==> config.mk <==
export PLATFORM = sky130hd
export DESIGN_NAME = sr_ctrl
export DESIGN_NICKNAME = d
export VERILOG_FILES = /design/src/sr_ctrl_pkg.sv /design/src/sr_ctrl.sv
export VERILOG_INCLUDE_DIRS = /design/src
export SDC_FILE = /design/constraint.sdc
export NUM_CORES = 1
export LEC_CHECK = 0
export BUFFER_PORTS_ARGS = -buffer_cell sky130_fd_sc_hd__clkbuf_2
export CAP_MARGIN = 20
export CORE_AREA = 2 2 71 79
export CTS_CLUSTER_SIZE = 40
export DETAILED_ROUTE_END_ITERATION = 7
export DIE_AREA = 0 0 73 81
export GPL_TIMING_DRIVEN = 0
export HOLD_SLACK_MARGIN = 0.06
export PLACE_DENSITY = 0.7
export SKIP_LAST_GASP = 1
export SLEW_MARGIN = 30
export SYNTH_ARGS = -nofsm -noshare
export SYNTH_HDL_FRONTEND = slang
export SYNTH_SLANG_ARGS = --single-unit
==> constraint.sdc <==
create_clock -name sys_clk_in -period 1.9 [get_ports sys_clk_in]
set_clock_uncertainty 0.05 [all_clocks]
set_input_delay 0.285 -clock sys_clk_in [delete_from_list [all_inputs] [get_ports sys_clk_in]]
set_output_delay 0.285 -clock sys_clk_in [all_outputs]
set_load 0.02 [all_outputs]
==> src/sr_ctrl_map.svh <==
// Constants for the self refresh control block
`ifndef SR_CTRL_MAP_SVH
`define SR_CTRL_MAP_SVH
// Mode register 2 field positions
`define MR2_AUTO_TEMP_BIT 6
`define MR2_MANUAL_TEMP_BIT 7
// Command encodings {cs_n, ras_n, cas_n, we_n}
`define CMD_REFRESH 4'h1
`define CMD_NOP 4'h7
// Clock period in ns
`define CLK_PERIOD_NS 10
// Minimum CKE pulse time in ns, and internal refresh start bound in cycles
`define CKE_MIN_NS 8
`define CKE_MIN_CYC ((`CKE_MIN_NS) / (`CLK_PERIOD_NS) < 1 ? 1 : \
  (`CKE_MIN_NS) / (`CLK_PERIOD_NS))
// Exit time and DLL-lock exit time (ns), counted from the exit edge
`define XS_NS 170
`define XS_CYC (((`XS_NS) + (`CLK_PERIOD_NS) - 1) / (`CLK_PERIOD_NS))
`define XSDLL_NS 5120
`define XSDLL_CYC (((`XSDLL_NS) + (`CLK_PERIOD_NS) - 1) / (`CLK_PERIOD_NS))
// Internal refresh interval in self refresh, normal and extended range
`define SR_REF_NORMAL_CYC 16'h0C30
`define SR_REF_EXT_CYC 16'h0618
`endif

==> src/sr_ctrl_pkg.sv <==
// Types for the self refresh control block
package sr_ctrl_pkg;
  typedef enum logic [3:0] {
    ST_ACTIVE = 4'h1,
    ST_SELF_REFRESH = 4'h2,
    ST_EXIT_WAIT = 4'h4,
    ST_DLL_WAIT = 4'h8
  } sr_state_e;

  typedef struct packed {
    sr_state_e state;
    logic [15:0] ref_cnt;
    logic [15:0] exit_cnt;
    logic dll_en;
    logic dll_reset;
    logic dll_locked;
    logic in_sr;
    logic int_ref;
    logic ext_range;
    logic illegal_cfg;
    logic cmd_accept;
  } sr_ctrl_s;
endpackage

==> src/sr_ctrl.sv <==
// Self refresh entry, residency and exit control of a DDR3 device
// What this block does
// - REFRESH registered with CKE low is decoded as self refresh entry.
// - DLL disabled on entry; on exit enabled again and reset.
// - Device stays in self refresh while CKE stays low.
// - In self refresh commands are ignored; only CKE, reset and the range inputs (mode bits 6 and 7, hot) are heeded.
// - An internal refresh starts one cycle (10 ns) after entry, past the 8 ns minimum CKE pulse time; none if CKE is high at that edge.
// - Exit taken at first edge with CKE high; timers start there.
// - Mode bit 7 selects normal or extended range when automatic off.
// - Mode bit 6 set makes the refresh rate automatic.
`include "sr_ctrl_map.svh"

module sr_ctrl (
  input wire logic sys_clk_in,
  input wire logic rst_n_in,
  input wire logic cke_in,
  input wire logic [3:0] cmd_in,
  input wire logic [7:0] mr2_in,
  input wire logic hot_in,
  output logic in_self_refresh_out,
  output logic dll_enable_out,
  output logic dll_reset_out,
  output logic dll_locked_out,
  output logic internal_refresh_out,
  output logic extended_range_out,
  output logic illegal_config_out,
  output logic cmd_accept_out
);

  sr_ctrl_pkg::sr_ctrl_s cur_reg;
  sr_ctrl_pkg::sr_ctrl_s cur_next;

  ////////////////////////////////////////////////////////////////////////////
  // Counter loads, cut to the counter width on purpose
  localparam logic [15:0] CKE_LOAD = 16'(`CKE_MIN_CYC - 1);
  localparam logic [15:0] XS_LOAD = 16'(`XS_CYC - 1);
  localparam logic [15:0] DLL_LOAD = 16'(`XSDLL_CYC - `XS_CYC - 1);

  // Both timers count from the exit edge: the exit wait runs XS_CYC
  // cycles, then the DLL wait runs the rest of XSDLL_CYC, so the lock
  // flag rises XSDLL_CYC cycles after the edge that saw CKE high.
  // A timer that reaches zero stays there rather than wrapping.

  function automatic logic [15:0] dec16(input logic [15:0] v);
    dec16 = (v == 16'h0000) ? 16'h0000 : v - 16'h0001;
  endfunction

  // Entry is a refresh command taken with CKE low
  function automatic logic is_sr_entry(
    input logic cke,
    input logic [3:0] cmd
  );
    is_sr_entry = !cke && (cmd == `CMD_REFRESH);
  endfunction

  // Extended range: manual selection, or automatic mode while hot
  function automatic logic ext_range_sel(
    input logic [7:0] mr2,
    input logic hot
  );
    ext_range_sel = mr2[`MR2_MANUAL_TEMP_BIT] |
      (mr2[`MR2_AUTO_TEMP_BIT] & hot);
  endfunction

  // Automatic and manual range both set is not a legal setting
  function automatic logic illegal_sel(input logic [7:0] mr2);
    illegal_sel = mr2[`MR2_MANUAL_TEMP_BIT] & mr2[`MR2_AUTO_TEMP_BIT];
  endfunction

  // Internal refresh interval for the selected range
  function automatic logic [15:0] ref_interval(input logic ext);
    ref_interval = ext ? `SR_REF_EXT_CYC : `SR_REF_NORMAL_CYC;
  endfunction

  // State after reset, also the recovery from an unknown state code
  function automatic sr_ctrl_pkg::sr_ctrl_s reset_state();
    reset_state = '{
      state: sr_ctrl_pkg::ST_ACTIVE,
      ref_cnt: 16'h0000,
      exit_cnt: 16'h0000,
      dll_en: 1'b1,
      dll_reset: 1'b0,
      dll_locked: 1'b1,
      in_sr: 1'b0,
      int_ref: 1'b0,
      ext_range: 1'b0,
      illegal_cfg: 1'b0,
      cmd_accept: 1'b1
    };
  endfunction

  ////////////////////////////////////////////////////////////////////////////
  always_comb
  begin
    cur_next = cur_reg;
    cur_next.int_ref = 1'b0;
    cur_next.dll_reset = 1'b0;
    // Rate selection from mode register 2
    cur_next.ext_range = ext_range_sel(mr2_in, hot_in);
    cur_next.illegal_cfg = illegal_sel(mr2_in);
    case (cur_reg.state)
      sr_ctrl_pkg::ST_ACTIVE:
      begin
        if (is_sr_entry(cke_in, cmd_in))
        begin
          cur_next.state = sr_ctrl_pkg::ST_SELF_REFRESH;
          cur_next.in_sr = 1'b1;
          cur_next.dll_en = 1'b0;
          cur_next.dll_locked = 1'b0;
          cur_next.cmd_accept = 1'b0;
          cur_next.ref_cnt = CKE_LOAD;
        end
      end

      sr_ctrl_pkg::ST_SELF_REFRESH:
      begin
        // Commands are ignored here; only CKE is looked at
        if (cke_in)
        begin
          cur_next.state = sr_ctrl_pkg::ST_EXIT_WAIT;
          cur_next.in_sr = 1'b0;
          cur_next.dll_en = 1'b1;
          cur_next.dll_reset = 1'b1;
          cur_next.exit_cnt = XS_LOAD;
          cur_next.ref_cnt = 16'h0000;
        end
        else if (cur_reg.ref_cnt == 16'h0000)
        begin
          cur_next.int_ref = 1'b1;
          cur_next.ref_cnt = ref_interval(cur_reg.ext_range);
        end
        else
        begin
          cur_next.ref_cnt = dec16(cur_reg.ref_cnt);
        end
      end

      sr_ctrl_pkg::ST_EXIT_WAIT:
      begin
        cur_next.exit_cnt = dec16(cur_reg.exit_cnt);
        if (cur_reg.exit_cnt == 16'h0000)
        begin
          cur_next.state = sr_ctrl_pkg::ST_DLL_WAIT;
          cur_next.cmd_accept = 1'b1;
          cur_next.exit_cnt = DLL_LOAD;
        end
      end

      sr_ctrl_pkg::ST_DLL_WAIT:
      begin
        cur_next.exit_cnt = dec16(cur_reg.exit_cnt);
        // Re-entry wins over the lock edge so that no entry is dropped
        if (is_sr_entry(cke_in, cmd_in))
        begin
          cur_next.state = sr_ctrl_pkg::ST_SELF_REFRESH;
          cur_next.in_sr = 1'b1;
          cur_next.dll_en = 1'b0;
          cur_next.cmd_accept = 1'b0;
          cur_next.ref_cnt = CKE_LOAD;
        end
        else if (cur_reg.exit_cnt == 16'h0000)
        begin
          cur_next.state = sr_ctrl_pkg::ST_ACTIVE;
          cur_next.dll_locked = 1'b1;
        end
      end

      default:
      begin
        cur_next = reset_state();
      end
    endcase
  end

  ////////////////////////////////////////////////////////////////////////////
  always_ff @(posedge sys_clk_in)
  begin
    if (!rst_n_in)
    begin
      cur_reg <= reset_state();
    end
    else
    begin
      cur_reg <= cur_next;
    end
  end

  ////////////////////////////////////////////////////////////////////////////
  // Every output is a field of the state register
  assign in_self_refresh_out = cur_reg.in_sr;
  assign dll_enable_out = cur_reg.dll_en;
  assign dll_reset_out = cur_reg.dll_reset;
  assign dll_locked_out = cur_reg.dll_locked;
  assign internal_refresh_out = cur_reg.int_ref;
  assign extended_range_out = cur_reg.ext_range;
  assign illegal_config_out = cur_reg.illegal_cfg;
  assign cmd_accept_out = cur_reg.cmd_accept;

endmodule // sr_ctrl

==> impl_metrics.env, run 1 <==
export IMPL_grtUsageTotal_pct=21.65
export IMPL_grt_pass1_wl_um=10080
export IMPL_postSynth_asyncResetShare_pct=0
export IMPL_root_buffer="clkbuf_8"
export IMPL_slew_viol_final=0
export IMPL_initial_core_util_pct=47.36
export IMPL_utilization_pct=59.61
export IMPL_seq_area_frac_synth_pct=35.63
export IMPL_cp_required_ns=2.04
export IMPL_avgSynthCellArea_um2=8.241
export IMPL_routed_wl_um=6252
export IMPL_final_antenna_net_count=0
export IMPL_detail_route_first_pass_iterations=4
export IMPL_drive_above_1_share_pct=30.88
export IMPL_cts_tree="built"
export IMPL_clock_sinks=44
export IMPL_synth_nets=319
export IMPL_largest_register_ffs=36
export IMPL_period_share_pct=103.8
export IMPL_n_antenna_cell=0
export IMPL_vias=2340
export IMPL_grt_pass1_vias=2101
export IMPL_htreeDepth=2
export IMPL_dieArea_mm2=0.005913
export IMPL_relSlewSlack_pct=60.11
export IMPL_ir_worst_vdd_uv=1219
export IMPL_grt_antenna_before_repair=0
export IMPL_p_per_area_mw_per_mm2=1733
export IMPL_port_buffers=16
export IMPL_cts_buffers=5
export IMPL_min_path_type="in -> reg"
export IMPL_hold_viol_final=0
export IMPL_yosys_most_used_dff="dfxtp_1"
export IMPL_die_h_um=81
export IMPL_clock_latency_ns=0.29
export IMPL_cpMostUsedCell="or4_4"
export IMPL_nets=359
export IMPL_path_max_fanout=3
export IMPL_dpl_worst_slack_ns=-0.3105
export IMPL_cts_buffer_depth=2
export IMPL_post_route_min_period_ns=1.972
export IMPL_leakagePower_nw=1.174
export IMPL_instances_no_fill=400
export IMPL_place_hpwl_um=4012
export IMPL_design_core_area_mm2=0.005220
export IMPL_area_growth_pct=25.86
export IMPL_total_power_mw=5.393
export IMPL_synth_edf_count=0
export IMPL_violations="negative setup slack"
export IMPL_viasPerCell=5.850
export IMPL_grt_start_max_net_pins=13
export IMPL_whs_ns=0.1491
export IMPL_path_cells="or4_4, or4_4, nor3_2, o221a_2, o21ai_1"
export IMPL_worst_pin_slew_ns=0.5983
export IMPL_clkSlewWorstSetupHoldPaths_ns=0.08
export IMPL_cp_arrival_ns=2.11
export IMPL_place_inst=376
export IMPL_cap_violations=0
export IMPL_synthCells=300
export IMPL_setup_viol=7
export IMPL_dieWidth_um=73
export IMPL_synth_area_mm2=0.002472
export IMPL_grt_remaining_overflow=0
export IMPL_drt_wirelength_per_cell_um=15.63
export IMPL_place_congestion=0.8963
export IMPL_drtIter0Drc=142
export IMPL_yosysWarningCount=0
export IMPL_drc=0
export IMPL_slowest_delay_ns=0.57
export IMPL_rsz0062_at_grt="true"
export IMPL_ys_ff_latch=44
export IMPL_timing_setup_critical_path_class="reg -> reg"
export IMPL_max_freq_mhz=507.1
export IMPL_start_kind="flop"
export IMPL_synth_cell_types=60
export IMPL_pin_count=24
export IMPL_setup_slack_ns=-0.07208
export IMPL_crit_path_end_kind="flop"
export IMPL_critPathSlowestCell="or4_4"
export IMPL_fp_row_count=28
export IMPL_status="complete, but fails checks"
[cells in the mapped netlist (all sizes together) (2+ instances only)]
cell type / n / share of area (%)
a22oi: 4 / 1.2
o31ai: 3 / 0.91
o21ai: 25 / 5.5
o21a: 2 / 0.61
clkbuf: 7 / 1.1
a21oi: 16 / 3.2
or4: 5 / 1.8
ha: 3 / 1.5
a21boi: 3 / 0.91
inv: 8 / 1.2
nand4: 4 / 1.0
xnor2: 5 / 1.8
nor3: 12 / 3.0
nor4: 8 / 3.0
nor4b: 3 / 1.3
and3: 3 / 0.76
and2: 2 / 0.51
or3: 9 / 2.5
nor3b: 2 / 0.61
nand2b: 5 / 1.3
a31oi: 4 / 1.3
nand3: 9 / 1.8
nand4b: 3 / 1.1
nand2: 21 / 3.5
xor2: 14 / 5.0
nand3b: 3 / 0.91
a211oi: 2 / 0.61
nor2: 44 / 7.4
o211ai: 3 / 1.7
nor2b: 6 / 1.5
dfxtp: 44 / 36
buf: 6 / 1.5
[critical path: cells and delay by family, from the launching register on]
family             cells  cell delay, ns
and+or+nand+nor        3            1.19
AOI/OAI and AO/OA      2            0.26
DFF                    1            0.35
[cells in the final DEF (no fill, tap or decap), types with 6 or more instances in the layout]
| master | synthesis | routed |
|---|---|---|
| dfxtp_1 | 44 | 38 |
| buf_4 | 0 | 19 |
| nor2b_1 | 6 | 6 |
| a21oi_1 | 16 | 14 |
| nand3_1 | 9 | 9 |
| o21ai_0 | 16 | 15 |
| xor2_1 | 14 | 13 |
| clkbuf_8 | 0 | 6 |
| nor3_1 | 9 | 8 |
| nand2_1 | 20 | 19 |
| nor2_1 | 42 | 39 |
| inv_1 | 8 | 7 |
| clkbuf_2 | 0 | 16 |
[per-stage QoR]
stage                     instance area (µm²)  setup TNS (ns)
after global placement                   2628          -6.257
after floorplan                          2472       -0.001956
after detailed placement                 2628          -6.846
after CTS                                2949         -0.7239
after global routing                     3112         -0.6506
final                                    3112         -0.1702
[logic make-up (layout without fill, tap and decap cells)]
| kind of cell | count (synthesis) | count (layout) | share of synthesized area (%) |
|---|---|---|---|
| flip-flops | 44 | 44 | 35.63 |
| buffers and inverters | 21 | 61 | 3.745 |
| AND/OR/NAND/NOR | 143 | 143 | 33.65 |
| XOR/XNOR | 19 | 19 | 6.731 |
| AO/OA/AOI/OAI | 70 | 70 | 18.73 |
| adder cells (fa/ha/maj) | 3 | 3 | 1.518 |
[area by class of cell]
type	count	area, µm²
Multi-Input combinational cell	235	1718
Clock buffer	6	72.57
Clock inverter	1	5.005
Sequential cell	44	898.4
Fill cell	435	2108
Tap cell	60	75.07
Buffer	10	70.07
Timing Repair Buffer	36	242.7
Inverter	8	30.03
[final timing paths]
check                            startpoint  slack (ns)                  to  cells after the start
worst min-delay path              mr2_in[6]        0.15  illegal_config_out                      3
worst max-delay path            cur_reg[18]       -0.07      dll_locked_out                      5
worst min register to register  cur_reg[35]        0.44         cur_reg[35]                      2
worst max register to register  cur_reg[18]       -0.07      dll_locked_out                      5
[per-layer routing]
metal	routed length [µm]	up-vias	share of wire (%)	track usage, %
met5	0	-	0	0
met4	125	0	2.0	7.222
met3	287	13	4.6	3.970
met2	3058	59	49	35.05
met1	2780	1106	44	28.92
li1	-	1162	-	-
[report_power, final]
group	total, mW	switching, mW	internal, mW
registers	1.37	0.224	1.15
logic	3.47	1.88	1.59
clock network	0.559	0.308	0.251
[repair_timing]
action                                  4_1_cts  5_1_grt
pin swaps                                    17       11
gates resized for setup                      36       26
setup buffers                                11        9
endpoints found under the setup margin       39       40
hold buffers                                  0        0
Power figures use the tool's default switching activity.
==> run 2, diff against run 1 <==
Settings changed: CTS_CLUSTER_DIAMETER set to 60.
Clock period 1.9 ns to 1.6 ns, I/O delays scaled along.
==> run 2 against run 1 <==
  * The run still ends with negative setup slack left
  * Global-route usage grew 2.2 points
  * Critical path depth unchanged
  * Routed wire length grew 16%
  * Largest power group unchanged
  * First-iteration DRC count down 28%
  * Flip-flop and latch count did not move
  * Critical endpoint unchanged
  * Cell count up 4.5%
  * Core utilization increased by 7.9 points
  * Via count up 4.6%
  * Final area grew 13%
==> impl_metrics.env, run 2 (synthesis results as in run 1) <==
export IMPL_status="complete, but fails checks"
export IMPL_violations="negative setup slack"
export IMPL_viasPerCell=5.856
export IMPL_drc=0
export IMPL_routed_wl_um=7257
export IMPL_crit_path_end_kind="flop"
export IMPL_start_kind="flop"
export IMPL_layout_commonest_cell="nor2_1"
export IMPL_r2r_slack_ns=-0.37
export IMPL_p_per_area_mw_per_mm2=2195
export IMPL_post_route_min_period_ns=1.966
export IMPL_htreeDepth=2
export IMPL_setup_slack_ns=-0.3663
export IMPL_hold_viol_final=0
export IMPL_rsz0062_at_grt="true"
export IMPL_grt_remaining_overflow=0
export IMPL_clock_sinks=44
export IMPL_design_core_area_mm2=0.005220
export IMPL_dieArea_mm2=0.005913
export IMPL_place_hpwl_um=4081
export IMPL_largest_register_ffs=36
export IMPL_timing_setup_critical_path_class="reg -> reg"
export IMPL_grt_antenna_before_repair=0
export IMPL_clock_latency_ns=0.30
export IMPL_worst_pin_slew_ns=0.7753
export IMPL_nets=379
export IMPL_leakagePower_nw=1.322
export IMPL_fp_row_count=28
export IMPL_cp_arrival_ns=2.11
export IMPL_area_growth_pct=42.51
export IMPL_period_share_pct=122.9
export IMPL_max_freq_mhz=508.6
export IMPL_r2r_start="cur_reg[17]"
export IMPL_setup_viol=38
export IMPL_utilization_pct=67.50
export IMPL_final_antenna_net_count=0
export IMPL_cts_tree="built"
export IMPL_total_power_mw=7.733
export IMPL_path_max_fanout=5
export IMPL_drive_above_1_share_pct=44.97
export IMPL_ir_worst_vdd_uv=1534
export IMPL_min_from="mr2_in[6]"
export IMPL_hold_end="illegal_config_out"
export IMPL_final_cell_mix="nor2_1, buf_4, dfxtp_1"
export IMPL_port_buffers=16
export IMPL_cts_buffer_depth=2
export IMPL_detail_route_first_pass_iterations=5
export IMPL_r2r_cells=5
export IMPL_grtUsageTotal_pct=23.86
export IMPL_dpl_worst_slack_ns=-0.5239
export IMPL_holdPathStages=3
export IMPL_cap_violations=0
export IMPL_cts_buffers=5
export IMPL_n_antenna_cell=0
export IMPL_grt_start_max_net_pins=12
export IMPL_root_buffer="clkbuf_8"
export IMPL_clkSlewWorstSetupHoldPaths_ns=0.08
export IMPL_dieWidth_um=73
export IMPL_die_h_um=81
export IMPL_relSlewSlack_pct=48.31
export IMPL_place_congestion=0.8305
export IMPL_post_dp_cell_area_mm2=0.002723
export IMPL_grt_pass1_vias=2324
export IMPL_drtIter0Drc=102
export IMPL_initial_core_util_pct=47.36
export IMPL_min_path_type="in -> reg"
export IMPL_vias=2448
export IMPL_grt_pass1_wl_um=10950
export IMPL_cp_required_ns=1.74
export IMPL_final_setup_tns_ns=-8.397
export IMPL_pin_count=24
export IMPL_design_area_mm2=0.003523
export IMPL_drt_wirelength_per_cell_um=17.36
export IMPL_slew_viol_final=0
export IMPL_r2r_end="dll_locked_out"
## run 2: worst max-delay path by stage
stage           startpoint             end  slack (ns)  cells past startpoint
2_1_floorplan  cur_reg[17]  dll_locked_out       -0.29                      5
3_3_place_gp   cur_reg[40]     cur_reg[25]       -0.55                      6
3_5_place_dp     cmd_in[1]     cur_reg[31]       -0.52                      6
4_1_cts        cur_reg[17]  dll_locked_out       -0.37                      5
5_1_grt        cur_reg[17]     cur_reg[15]       -0.43                      5
6_report       cur_reg[17]  dll_locked_out       -0.37                      5
## run 2: per-stage QoR
step,hold slack [ns],std cells
detailed placement,0.4028,376
floorplan,0.3038,300
CTS,0.09902,411
finish,0.1037,418
global placement,0.4073,376
global route,0.1415,418
## run 2: timing repair
item	CTS	global route
setup buffers	30	8
endpoints found under the setup margin	41	43
pin swaps	47	19
cloned	2	1
hold buffers	0	0
gates resized for setup	76	36
## run 2: area by class of cell
type	instances	area, µm²
clock buffer	5	68.82
fill	386	1697
inverter	8	32.53
sequential	44	917.1
tap	60	75.07
buffer	9	92.59
multi-input combinational	237	1919
timing repair buffer	55	417.9
## run 2: power breakdown
part	leakage, nW	switching, mW	internal [mW]
Combinational	0.920	2.75	2.69
Clock	0.0359	0.358	0.282
Sequential	0.366	0.279	1.37
## run 2: per-layer routing
metal / wire length, µm / GRT usage, % / vias up
met1: 2856 / 27.79 / 1166
met5: 0 / 0 / -
met4: 213 / 12.22 / 0
met3: 263 / 3.226 / 18
li1: - / - / 1200
met2: 3923 / 42.16 / 64
## run 2: critical path, cell delays in order (launching register included)
cell and delay [ns]:
dfxtp_4 0.35, or4_4 0.57, or4_4 0.50, nor3_2 0.13
o221a_2 0.20, o21ai_1 0.06
